### config.mk
export PLATFORM = sky130hd
export DESIGN_NAME = cm_macrocell
export DESIGN_NICKNAME = d
export VERILOG_FILES = /design/src/design/cm_pkg.sv /design/src/design/cm_ctrl_terms.sv /design/src/design/cm_macrocell.sv
export VERILOG_INCLUDE_DIRS = /design/src /design/src/design
export SDC_FILE = /design/constraint.sdc
export NUM_CORES = 1
export LEC_CHECK = 0
export BUFFER_PORTS_ARGS = -buffer_cell sky130_fd_sc_hd__buf_2
export CAP_MARGIN = 10
export CORE_MARGIN = 4
export CORE_UTILIZATION = 40
export CTS_CLUSTER_SIZE = 20
export DETAILED_ROUTE_END_ITERATION = 16
export GPL_TIMING_DRIVEN = 0
export PLACE_DENSITY_LB_ADDON = 0.12
export REMOVE_ABC_BUFFERS = 1
export SETUP_SLACK_MARGIN = 0.05
export SLEW_MARGIN = 40
export SYNTH_ARGS = -nofsm -noshare
export SYNTH_HDL_FRONTEND = slang
export SYNTH_SLANG_ARGS = --single-unit
### constraint.sdc
create_clock -name clk_i -period 2.9 [get_ports clk_i]
set_clock_uncertainty 0.2 [all_clocks]
set_input_delay 0 -clock clk_i [delete_from_list [all_inputs] [get_ports clk_i]]
set_output_delay 0 -clock clk_i [all_outputs]
set_load 0.01 [all_outputs]
### src/design/cm_defs.svh
// register offsets, field positions and reset values of the macrocell block
//
// Behaviour
// - the storage bit works as a D or a T flip-flop, chosen by configuration.
// - the flip-flop updates on the rising or falling edge, chosen by polarity.
// - two clock sources; the primary synchronous clock comes from outside.
// - the secondary clock is an outside pin or an internal logic equation.
// - two shared control terms drive preset and reset of the flip-flop.
// - preset and reset can be disabled, leaving only clocked updates.
// - after power-on reset the flip-flop holds zero.
// - one of the four remaining control terms can enable the output buffer.
// - the output buffer can instead be always enabled or always disabled.
// - global float pin low puts the output in high impedance regardless.
// - two feedbacks: macrocell value before the buffer, pin level after it.
// - as an input pin the buffer is off; both feedbacks stay usable.
// - six control terms, each configurable as sum term or product term.
// - preset and reset act without waiting for a macrocell clock edge.
`ifndef CM_DEFS_SVH
`define CM_DEFS_SVH

// apb byte addresses
`define CM_ADDR_W 12
`define CM_OFF_CFG 12'h000
`define CM_OFF_TERM_MODE 12'h004
`define CM_OFF_TERM_MASK 12'h008
`define CM_OFF_STATUS 12'h00C

// configuration field positions
`define CM_CFG_W 9
`define CM_CFG_T_MODE 0
`define CM_CFG_FALL 1
`define CM_CFG_CLK_SEL 2
`define CM_CFG_SEC_INT 3
`define CM_CFG_SETCLR_EN 4
`define CM_CFG_OE_MODE_LSB 5
`define CM_CFG_OE_SEL_LSB 7

// status field positions
`define CM_ST_Q 0
`define CM_ST_OE 1
`define CM_ST_PIN 2
`define CM_ST_CLK 3
`define CM_ST_TERM_LSB 4

// sizes and reset values
`define CM_N_TERMS 6
`define CM_TERM_IN 4
`define CM_CFG_RST 9'h000
`define CM_TERM_MODE_RST 6'h00
`define CM_TERM_MASK_RST 24'h000000

`endif

### src/design/cm_pkg.sv
// types shared by the macrocell block
package cm_pkg;

  // output buffer enable source
  typedef enum logic [1:0] {
    CM_OE_TERM = 2'h0,
    CM_OE_ON = 2'h1,
    CM_OE_OFF = 2'h2,
    CM_OE_RSVD = 2'h3
  } cm_oe_mode_t;

  // macrocell configuration word, msb first as laid out in the register
  typedef struct packed {
    logic [1:0] oe_term_sel;
    cm_oe_mode_t oe_mode;
    logic setclr_en;
    logic sec_internal;
    logic clk_sel;
    logic fall_edge;
    logic t_mode;
  } cm_cfg_t;

  // complete state of the macrocell top
  typedef struct packed {
    cm_cfg_t cfg;
    logic [5:0] term_mode;
    logic [23:0] term_mask;
    logic q;
    logic clk_prev;
    logic oe;
    logic pin_fb;
    logic [31:0] prdata;
    logic pslverr;
  } cm_state_t;

endpackage

### src/design/cm_ctrl_terms.sv
// control term evaluator: each term is a masked sum or product of its inputs
`timescale 1ns/1ps
module cm_ctrl_terms #(
  parameter int N_TERMS = 6,
  parameter int TERM_IN = 4
) (
  input wire logic [N_TERMS*TERM_IN-1:0] term_in_i,
  input wire logic [N_TERMS*TERM_IN-1:0] term_mask_i,
  input wire logic [N_TERMS-1:0] term_sum_i,
  output logic [N_TERMS-1:0] term_o
);

  // an empty mask gives zero in both forms so an unused term never fires
  genvar g;
  generate
    for (g = 0; g < N_TERMS; g++) begin : g_term
      logic [TERM_IN-1:0] in_v;
      logic [TERM_IN-1:0] msk_v;
      logic prod_v;
      logic sum_v;
      assign in_v = term_in_i[g*TERM_IN +: TERM_IN];
      assign msk_v = term_mask_i[g*TERM_IN +: TERM_IN];
      assign prod_v = (&(in_v | ~msk_v)) & (|msk_v);
      assign sum_v = |(in_v & msk_v);
      assign term_o[g] = term_sum_i[g] ? sum_v : prod_v;
    end
  endgenerate

endmodule

### src/design/cm_macrocell.sv
// one configurable macrocell with apb configuration, set/clear and output enable
//
// Register access over APB and the address map were decided locally.
`timescale 1ns/1ps
`include "cm_defs.svh"
module cm_macrocell
  import cm_pkg::*;
#(
  parameter int N_TERMS = `CM_N_TERMS,
  parameter int TERM_IN = `CM_TERM_IN
) (
  input wire logic clk_i,
  input wire logic rst_i,
  input wire logic ce_i,
  // apb slave
  input wire logic psel_i,
  input wire logic penable_i,
  input wire logic pwrite_i,
  input wire logic [`CM_ADDR_W-1:0] paddr_i,
  input wire logic [31:0] pwdata_i,
  output logic [31:0] prdata_o,
  output logic pready_o,
  output logic pslverr_o,
  // array side
  input wire logic d_i,
  input wire logic [N_TERMS*TERM_IN-1:0] term_in_i,
  input wire logic primary_sync_clock_i,
  input wire logic secondary_flexible_clock_i,
  input wire logic async_clk_eqn_i,
  // pin side
  input wire logic global_output_float_pin_n_i,
  input wire logic pin_i,
  output logic pin_o,
  output logic pin_oe_o,
  // interconnect matrix feedbacks
  output logic macrocell_fb_o,
  output logic pin_fb_o
);

  cm_state_t state_q;
  cm_state_t state_d;
  logic [N_TERMS-1:0] term_val;
  logic clk_now;
  logic edge_hit;
  logic next_q;
  logic oe_next;
  logic set_hit;
  logic clr_hit;
  logic [31:0] rd_word;
  logic rd_hit;

  // control terms, evaluated combinationally from the array inputs
  cm_ctrl_terms #(
    .N_TERMS(N_TERMS),
    .TERM_IN(TERM_IN)
  ) u_terms (
    .term_in_i(term_in_i),
    .term_mask_i(state_q.term_mask),
    .term_sum_i(state_q.term_mode),
    .term_o(term_val)
  );

  // clock source selection; edges found by comparing with the last sample.
  // a config change can look like an edge, so reconfigure with clocks quiet
  always_comb begin
    if (!state_q.cfg.clk_sel) begin
      clk_now = primary_sync_clock_i;
    end else if (state_q.cfg.sec_internal) begin
      clk_now = async_clk_eqn_i;
    end else begin
      clk_now = secondary_flexible_clock_i;
    end
    if (state_q.cfg.fall_edge) begin
      edge_hit = !clk_now && state_q.clk_prev;
    end else begin
      edge_hit = clk_now && !state_q.clk_prev;
    end
  end

  // flip-flop data path and set/clear terms
  always_comb begin
    if (state_q.cfg.t_mode) begin
      next_q = state_q.q ^ d_i;
    end else begin
      next_q = d_i;
    end
    set_hit = state_q.cfg.setclr_en && term_val[0];
    clr_hit = state_q.cfg.setclr_en && term_val[1];
  end

  // output enable source
  always_comb begin
    case (state_q.cfg.oe_mode)
      CM_OE_TERM: oe_next = term_val[2 + state_q.cfg.oe_term_sel];
      CM_OE_ON: oe_next = 1'b1;
      CM_OE_OFF: oe_next = 1'b0;
      default: oe_next = 1'b0;
    endcase
  end

  // read decode; data is captured in the setup cycle so it comes from flops
  always_comb begin
    rd_word = 32'h0000_0000;
    rd_hit = 1'b1;
    case (paddr_i)
      `CM_OFF_CFG: rd_word[`CM_CFG_W-1:0] = state_q.cfg;
      `CM_OFF_TERM_MODE: rd_word[N_TERMS-1:0] = state_q.term_mode;
      `CM_OFF_TERM_MASK: rd_word[23:0] = state_q.term_mask;
      `CM_OFF_STATUS: begin
        rd_word[`CM_ST_Q] = state_q.q;
        rd_word[`CM_ST_OE] = state_q.oe;
        rd_word[`CM_ST_PIN] = state_q.pin_fb;
        rd_word[`CM_ST_CLK] = state_q.clk_prev;
        rd_word[`CM_ST_TERM_LSB +: N_TERMS] = term_val;
      end
      default: rd_hit = 1'b0;
    endcase
  end

  // next state of the whole block
  always_comb begin
    state_d = state_q;
    if (ce_i) begin
      state_d.clk_prev = clk_now;
      if (clr_hit) begin
        state_d.q = 1'b0;
      end else if (set_hit) begin
        state_d.q = 1'b1;
      end else if (edge_hit) begin
        state_d.q = next_q;
      end
      state_d.oe = oe_next;
      state_d.pin_fb = pin_i;
      // apb setup phase latches the answer for the access phase
      if (psel_i && !penable_i) begin
        state_d.prdata = pwrite_i ? 32'h0000_0000 : rd_word;
        state_d.pslverr = !rd_hit;
      end
      // apb write takes effect at the access edge
      if (psel_i && penable_i && pwrite_i) begin
        case (paddr_i)
          `CM_OFF_CFG: state_d.cfg = cm_cfg_t'(pwdata_i[`CM_CFG_W-1:0]);
          `CM_OFF_TERM_MODE: state_d.term_mode = pwdata_i[N_TERMS-1:0];
          `CM_OFF_TERM_MASK: state_d.term_mask = pwdata_i[23:0];
          default: state_d.term_mode = state_q.term_mode;
        endcase
      end
    end
  end

  // state register; zero at reset
  always_ff @(posedge clk_i or posedge rst_i) begin
    if (rst_i) begin
      state_q <= '0;
      state_q.cfg <= cm_cfg_t'(`CM_CFG_RST);
      state_q.term_mode <= `CM_TERM_MODE_RST;
      state_q.term_mask <= `CM_TERM_MASK_RST;
    end else begin
      state_q <= state_d;
    end
  end

  // outputs; the float pin gates the enable directly so it acts at once
  assign pready_o = 1'b1;
  assign prdata_o = state_q.prdata;
  assign pslverr_o = state_q.pslverr;
  assign pin_o = state_q.q;
  assign pin_oe_o = state_q.oe && global_output_float_pin_n_i;
  assign macrocell_fb_o = state_q.q;
  assign pin_fb_o = state_q.pin_fb;
endmodule

==> flow_metrics.py, run 1 <==
metrics = {
    "run_status": {
        "outcome": "finished, final reports clean",
    },
    "yosys": {
        "yosys_warnings": 0,
        "synth.distinct_cells": 39,
        "syn-cell-area_sq_mm": 0.00360,
        "synth_ff_type": "dfrtp_1",
        "yosysMostFrequentCell": "dfrtp_1",
        "synth_top_area_share_pct": 47.3,
        "synthCells": 296,
        "ys_async_sr_fraction_pct": 100,
        "synth_area_leaders": "dfrtp_1 47%, mux2_2 10%, buf_4 7.5%",
        "synth-seq-cells": 68,
        "ys_seq_area_share_pct": 47.3,
        "yosysTopAreaCell": "dfrtp_1",
        "synth-edff-count": 0,
        "synth.top_cells.by_count": "68 x dfrtp_1, 36 x buf_4, 33 x mux2_2",
        "avgSynthCellArea_sq_um": 12.2,
    },
    "power_and_ir_drop": {
        "p_leak_nw": 2.21,
        "p_clk_share_pct": 37.4,
        "p_seq_share_pct": 52.0,
        "p_sw_share_pct": 23.8,
        "intPower_mw": 1.41,
        "combinationalPowerShare_pct": 10.6,
        "p_sw_uw": 439,
        "vdd_drop_max_mv": 0.205,
        "powerDensity_mw_per_mm2": 404,
    },
    "detailed_routing": {
        "drc": 0,
        "firstDrtPassIters": 4,
        "ant_nets": 0,
        "routed_wl_microns": 8940,
        "wl_per_cell_microns": 17.0,
        "routed_via_density": 5.21,
        "first_iter_violations": 54,
        "vias": 2736,
    },
    "placed_design": {
        "port_buffers": 100,
        "placed_cells": 472,
        "place_congestion": 0.783,
        "place_ws_ns": 0.715,
        "dp.final_hpwl_microns": 6540,
    },
    "die": {
        "core-area_sq_mm": 0.00872,
        "num_rows": 34,
        "die_x_microns": 103,
        "dieArea_sq_mm": 0.0106,
        "die_h_microns": 103,
        "start_util_pct": 41.2,
        "ios": 118,
    },
    "clocking": {
        "cts.sinks": 68,
        "clk_path_buf_depth": 2,
        "cts-root-buf": "clkbuf_8",
        "hold_buffers": 38,
        "path_clk_slew_ns": 0.07,
        "insertion_delay_ns": 0.33,
        "htree_levels": 3,
        "cts_buffers": 9,
        "cts_resized": 0,
        "cts_tree": "built",
        "cts_setup_buffers": 0,
    },
    "critical_path": {
        "cpPeakStageDelay_ns": 0.60,
        "reg2reg_from": "state_q[70]",
        "critical_path.most_common_cell": "dlygate4sd3_1",
        "cp-start-kind": "input pin",
        "crit_start": "paddr_i[10]",
        "r2r_cells": 5,
        "endpoint": "state_q[75]",
        "endpoint_kind": "register",
        "ff2ff_setup_slack_ns": 0.38,
        "crit_fanout": 8,
        "reg2reg_to": "state_q[35]",
        "crit_family": "buffers and inverters",
        "cp_cell_sequence": "dlygate4sd3_1 > buf_2 > nor2_1 > dlygate4sd3_1 > nand3_4 > nor4_4 > buf_4 > mux2_4",
        "crit_required_ns": 2.91,
        "critPathArrivalTime_ns": 2.55,
        "crit_cells": 8,
        "path_class": "input pin to register",
        "crit_slowest_cell": "dlygate4sd3_1",
        "path_buf_inv": 4,
    },
    "run": {
        "drv_cap": 0,
    },
    "grt": {
        "overflow": 0,
        "grt_usage_pct": 17.5,
        "grt_pass1_vias": 2759,
        "grt_max_degree": 40,
        "grt_pass1_wl_microns": 14000,
        "antenna_found_initial": 0,
    },
    "sta": {
        "setup_viol": 0,
        "tns_ns": 0,
        "hold_viol": 0,
        "worst_pin_slew_ns": 0.695,
        "fin_ws_ns": 0.360,
        "fmaxAchievable_mhz": 394,
        "fin_crit_ns": 2.54,
        "slew_violations": 0,
        "rsz0062_at_grt": "no",
        "fin_crit_sh_pct": 87.6,
        "slew_headroom_pct": 53.3,
    },
    "hold_path": {
        "hp-class": "input pin to register",
    },
    "cells_and_area": {
        "area.growth.synth_to_final_pct": 27.1,
        "fin_cells": 525,
        "drive_gt1_share_pct": 41.5,
        "layout.nets": 493,
        "antennaDiodeCount": 0,
    },
}
## cells in the final DEF, fill, tap and decap left out, drive strengths merged, types with 2 or more instances in the layout
cell type      n
o21ai          8
dfrtp         68
a41oi          7
nand3          2
dlygate4sd3   38
mux2i          9
clkbuf        13
buf          106
inv            5
a21oi          7
conb           9
a31oi          3
nand3b         3
nor3           4
nand2          9
a22oi         12
clkinv         2
mux4           4
nor2           6
nand2b        25
nor4           5
mux2          43
a22o          19
## how the worst min path moves through the flow
stage	from	endpoint	slack (ns)	cells after the start
after floorplan	ce_i	state_q[35]	-0.10	1
after global placement	pwdata_i[20]	state_q[57]	0.02	2
after detailed placement	rst_i	state_q[57]	-0.21	2
after CTS	paddr_i[3]	prdata_o[4]	0.02	3
after global routing	paddr_i[3]	prdata_o[5]	0.06	3
final	paddr_i[3]	prdata_o[4]	0.02	3
## worst register-to-register path, delay by kind of cell, from the launching register on
family	cells	cell delay, ns
flip-flops	1	0.40
buffers and inverters	2	1.16
multiplexers	3	0.65
## power by group through the flow
stage	clock network [mW]	logic (mW)	registers, mW
5_1_grt	0.757	0.216	0.960
3_5_place_dp	0	0.154	0.978
2_1_floorplan	0	0.0536	0.981
6_report	0.691	0.196	0.960
4_1_cts	0.712	0.197	0.959
3_3_place_gp	0	0.146	0.978
## final cells by class
cell class / count / area [sq um]
sequential: 68 / 1700
tap: 108 / 135
inverter: 5 / 23.8
clock inverter: 2 / 10.0
clock buffer: 13 / 159
multi-input combinational: 185 / 1600
fill: 815 / 4150
timing repair buffer: 144 / 942
## state kept, by name, summed over array words and instances (netlist names)
name            count
state_q            41
pin_fb_o            1
macrocell_fb_o      1
prdata_o           24
pslverr_o           1
## layer usage
layer | part of all wire [%] | track usage [%] | up-vias
li1 | - | - | 1276
met1 | 43 | 22.8 | 1370
met2 | 51 | 29.4 | 79
met3 | 5.3 | 2.98 | 11
met4 | 1.6 | 6.67 | 0
met5 | 0 | 0 | -
## cells by family (layout without fill, tap and decap cells)
family,after synthesis,in the layout,share of synthesized area [%]
flip-flops,68,68,47.3
other,2,9,0.209
multiplexers,56,56,19.3
AND/OR/NAND/NOR,61,61,12.0
AO/OA/AOI/OAI,58,58,11.9
buffers and inverters,50,164,9.08
XOR/XNOR,1,1,0.244
## stage by stage
| step | instance area (sq um) | utilization, % | hold slack [ns] | power (mW) |
|---|---|---|---|---|
| final | 4570 | 52.4 | 0.0226 | 1.85 |
| after CTS | 4570 | 52.4 | 0.0160 | 1.87 |
| after floorplan | 3320 | - | -0.103 | 1.03 |
| after global routing | 4570 | 52.4 | 0.0641 | 1.93 |
| after global placement | 3950 | 45.3 | 0.0205 | 1.12 |
| after detailed placement | 4020 | 46.1 | -0.207 | 1.13 |
No activity file was read; power rests on OpenSTA's default activity.
==> run 2: changes to the inputs <==
--- a/config.mk
+++ b/config.mk
@@ -14,6 +14,7 @@
 export DETAILED_ROUTE_END_ITERATION = 16
 export GPL_TIMING_DRIVEN = 0
 export PLACE_DENSITY_LB_ADDON = 0.12
+export RECOVER_POWER = 100
 export REMOVE_ABC_BUFFERS = 1
 export SETUP_SLACK_MARGIN = 0.05
 export SLEW_MARGIN = 40
==> flow_metrics.py, run 2 (same netlist as run 1, synthesis figures left out) <==
metrics = {
    "run_status": {
        "outcome": "finished, final reports clean",
    },
    "sta": {
        "tns_ns": 0,
        "fin_crit_ns": 2.63,
        "hold_slack_ns": 0.0162,
        "rsz0062_at_grt": "no",
        "slew_headroom_pct": 2.46,
        "fin_crit_sh_pct": 90.6,
        "fin_ws_ns": 0.272,
        "worst_pin_slew_ns": 1.46,
        "slew_violations": 0,
        "fmaxAchievable_mhz": 381,
        "hold_viol": 0,
        "setup_viol": 0,
    },
    "hold_path": {
        "hold_depth": 3,
        "hp-class": "input pin to register",
        "worst_hold_startpoint": "paddr_i[3]",
    },
    "cells_and_area": {
        "utilization_pct": 51.5,
        "area.growth.synth_to_final_pct": 24.8,
        "fin_cells": 525,
        "layout_commonest_cell": "buf_2",
        "largest_register_ffs": 41,
        "regArea_sq_mm": 0.00170,
        "top_register": "state_q",
        "antennaDiodeCount": 0,
        "drive_gt1_share_pct": 32.6,
        "multi_input_area_sq_mm": 0.00156,
        "layout.nets": 493,
        "layout_common_cells": "71 x buf_2, 68 x dfrtp_1, 38 x dlygate4sd3_1, 33 x mux2_2, 32 x clkbuf_1",
        "finish.instance_area_sq_mm": 0.00449,
        "fillers": 840,
    },
    "clocking": {
        "cts_resized": 0,
        "cts_buffers": 9,
        "path_clk_slew_ns": 0.06,
        "clk_path_buf_depth": 2,
        "cts.sinks": 68,
        "cts_tree": "built",
        "cts-root-buf": "clkbuf_8",
        "insertion_delay_ns": 0.33,
        "htree_levels": 3,
    },
    "die": {
        "ios": 118,
        "die_h_microns": 103,
        "dieArea_sq_mm": 0.0106,
        "start_util_pct": 41.2,
        "core-area_sq_mm": 0.00872,
        "num_rows": 34,
        "die_x_microns": 103,
    },
    "critical_path": {
        "r2r_cells": 5,
        "path_class": "input pin to register",
        "cp-start-kind": "input pin",
        "endpoint_kind": "register",
        "crit_cells": 7,
        "critical_path.most_common_cell": "dlygate4sd3_1",
        "reg2reg_from": "state_q[70]",
        "crit_start": "paddr_i[10]",
        "cpPeakStageDelay_ns": 0.77,
        "ff2ff_setup_slack_ns": 0.39,
        "critPathArrivalTime_ns": 2.64,
        "crit_slowest_cell": "nor4_2",
        "path_buf_inv": 3,
        "cp_cell_sequence": "dlygate4sd3_1 > buf_2 > nor2_1 > dlygate4sd3_1 > nand3_4 > nor4_2 > mux2_2",
        "crit_fanout": 8,
        "crit_family": "buffers and inverters",
        "crit_required_ns": 2.91,
    },
    "detailed_routing": {
        "routed_wl_microns": 8960,
        "firstDrtPassIters": 5,
        "wl_per_cell_microns": 17.1,
        "first_iter_violations": 39,
        "routed_via_density": 5.19,
        "drc": 0,
        "ant_nets": 0,
        "vias": 2725,
    },
    "power_and_ir_drop": {
        "powerDensity_mw_per_mm2": 411,
        "finalPower_mw": 1.84,
        "vdd_drop_max_mv": 0.201,
        "p_leak_nw": 2.07,
    },
    "placed_design": {
        "dp.final_hpwl_microns": 6540,
        "place_congestion": 0.783,
        "placed_cells": 472,
        "placed_area_sq_mm": 0.00402,
        "place_ws_ns": 0.715,
        "port_buffers": 100,
    },
    "grt": {
        "grt_pass1_wl_microns": 14000,
        "overflow": 0,
        "antenna_found_initial": 0,
        "grt_max_degree": 40,
        "grt_usage_pct": 17.5,
        "grt_pass1_vias": 2759,
    },
    "run": {
        "drv_cap": 0,
    },
}
run 2: what timing repair did:
action | CTS | global route
setup buffers | 0 | 0
hold buffers | 38 | 0
hold endpoints to repair | 120 | 0
run 2: where the power goes:
part	total, mW	internal, mW	switching (mW)
Combinational	0.192	0.100	0.0915
Sequential	0.960	0.954	0.00594
Clock	0.692	0.351	0.342
run 2: worst paths after layout:
| check | to |
|---|---|
| worst max-delay path | state_q[65] |
| worst min-delay path | prdata_o[4] |
| worst max register to register | state_q[35] |
| worst min register to register | prdata_o[6] |
| max in group asynchronous | state_q[48] |
| min in group asynchronous | state_q[57] |
run 2: area by class of cell:
class,count,area share [%]
clock buffer,13,3.54
clock inverter,2,0.223
inverter,5,0.446
multi-input combinational,185,34.8
sequential,68,37.9
tap,108,3.01
timing repair buffer,144,20.1
run 2: tightest hold or removal path, cell delays in order:
cell     delay [ns]
buf_2          0.24
nand2_1        0.17
o21ai_0        0.08
run 2: routing by layer:
layer	wire length, microns	global-route usage, %	vias up
met5	0	0	-
met4	140	6.67	0
met3	450	2.98	11
met2	4540	29.4	74
met1	3830	22.8	1365
li1	-	-	1275
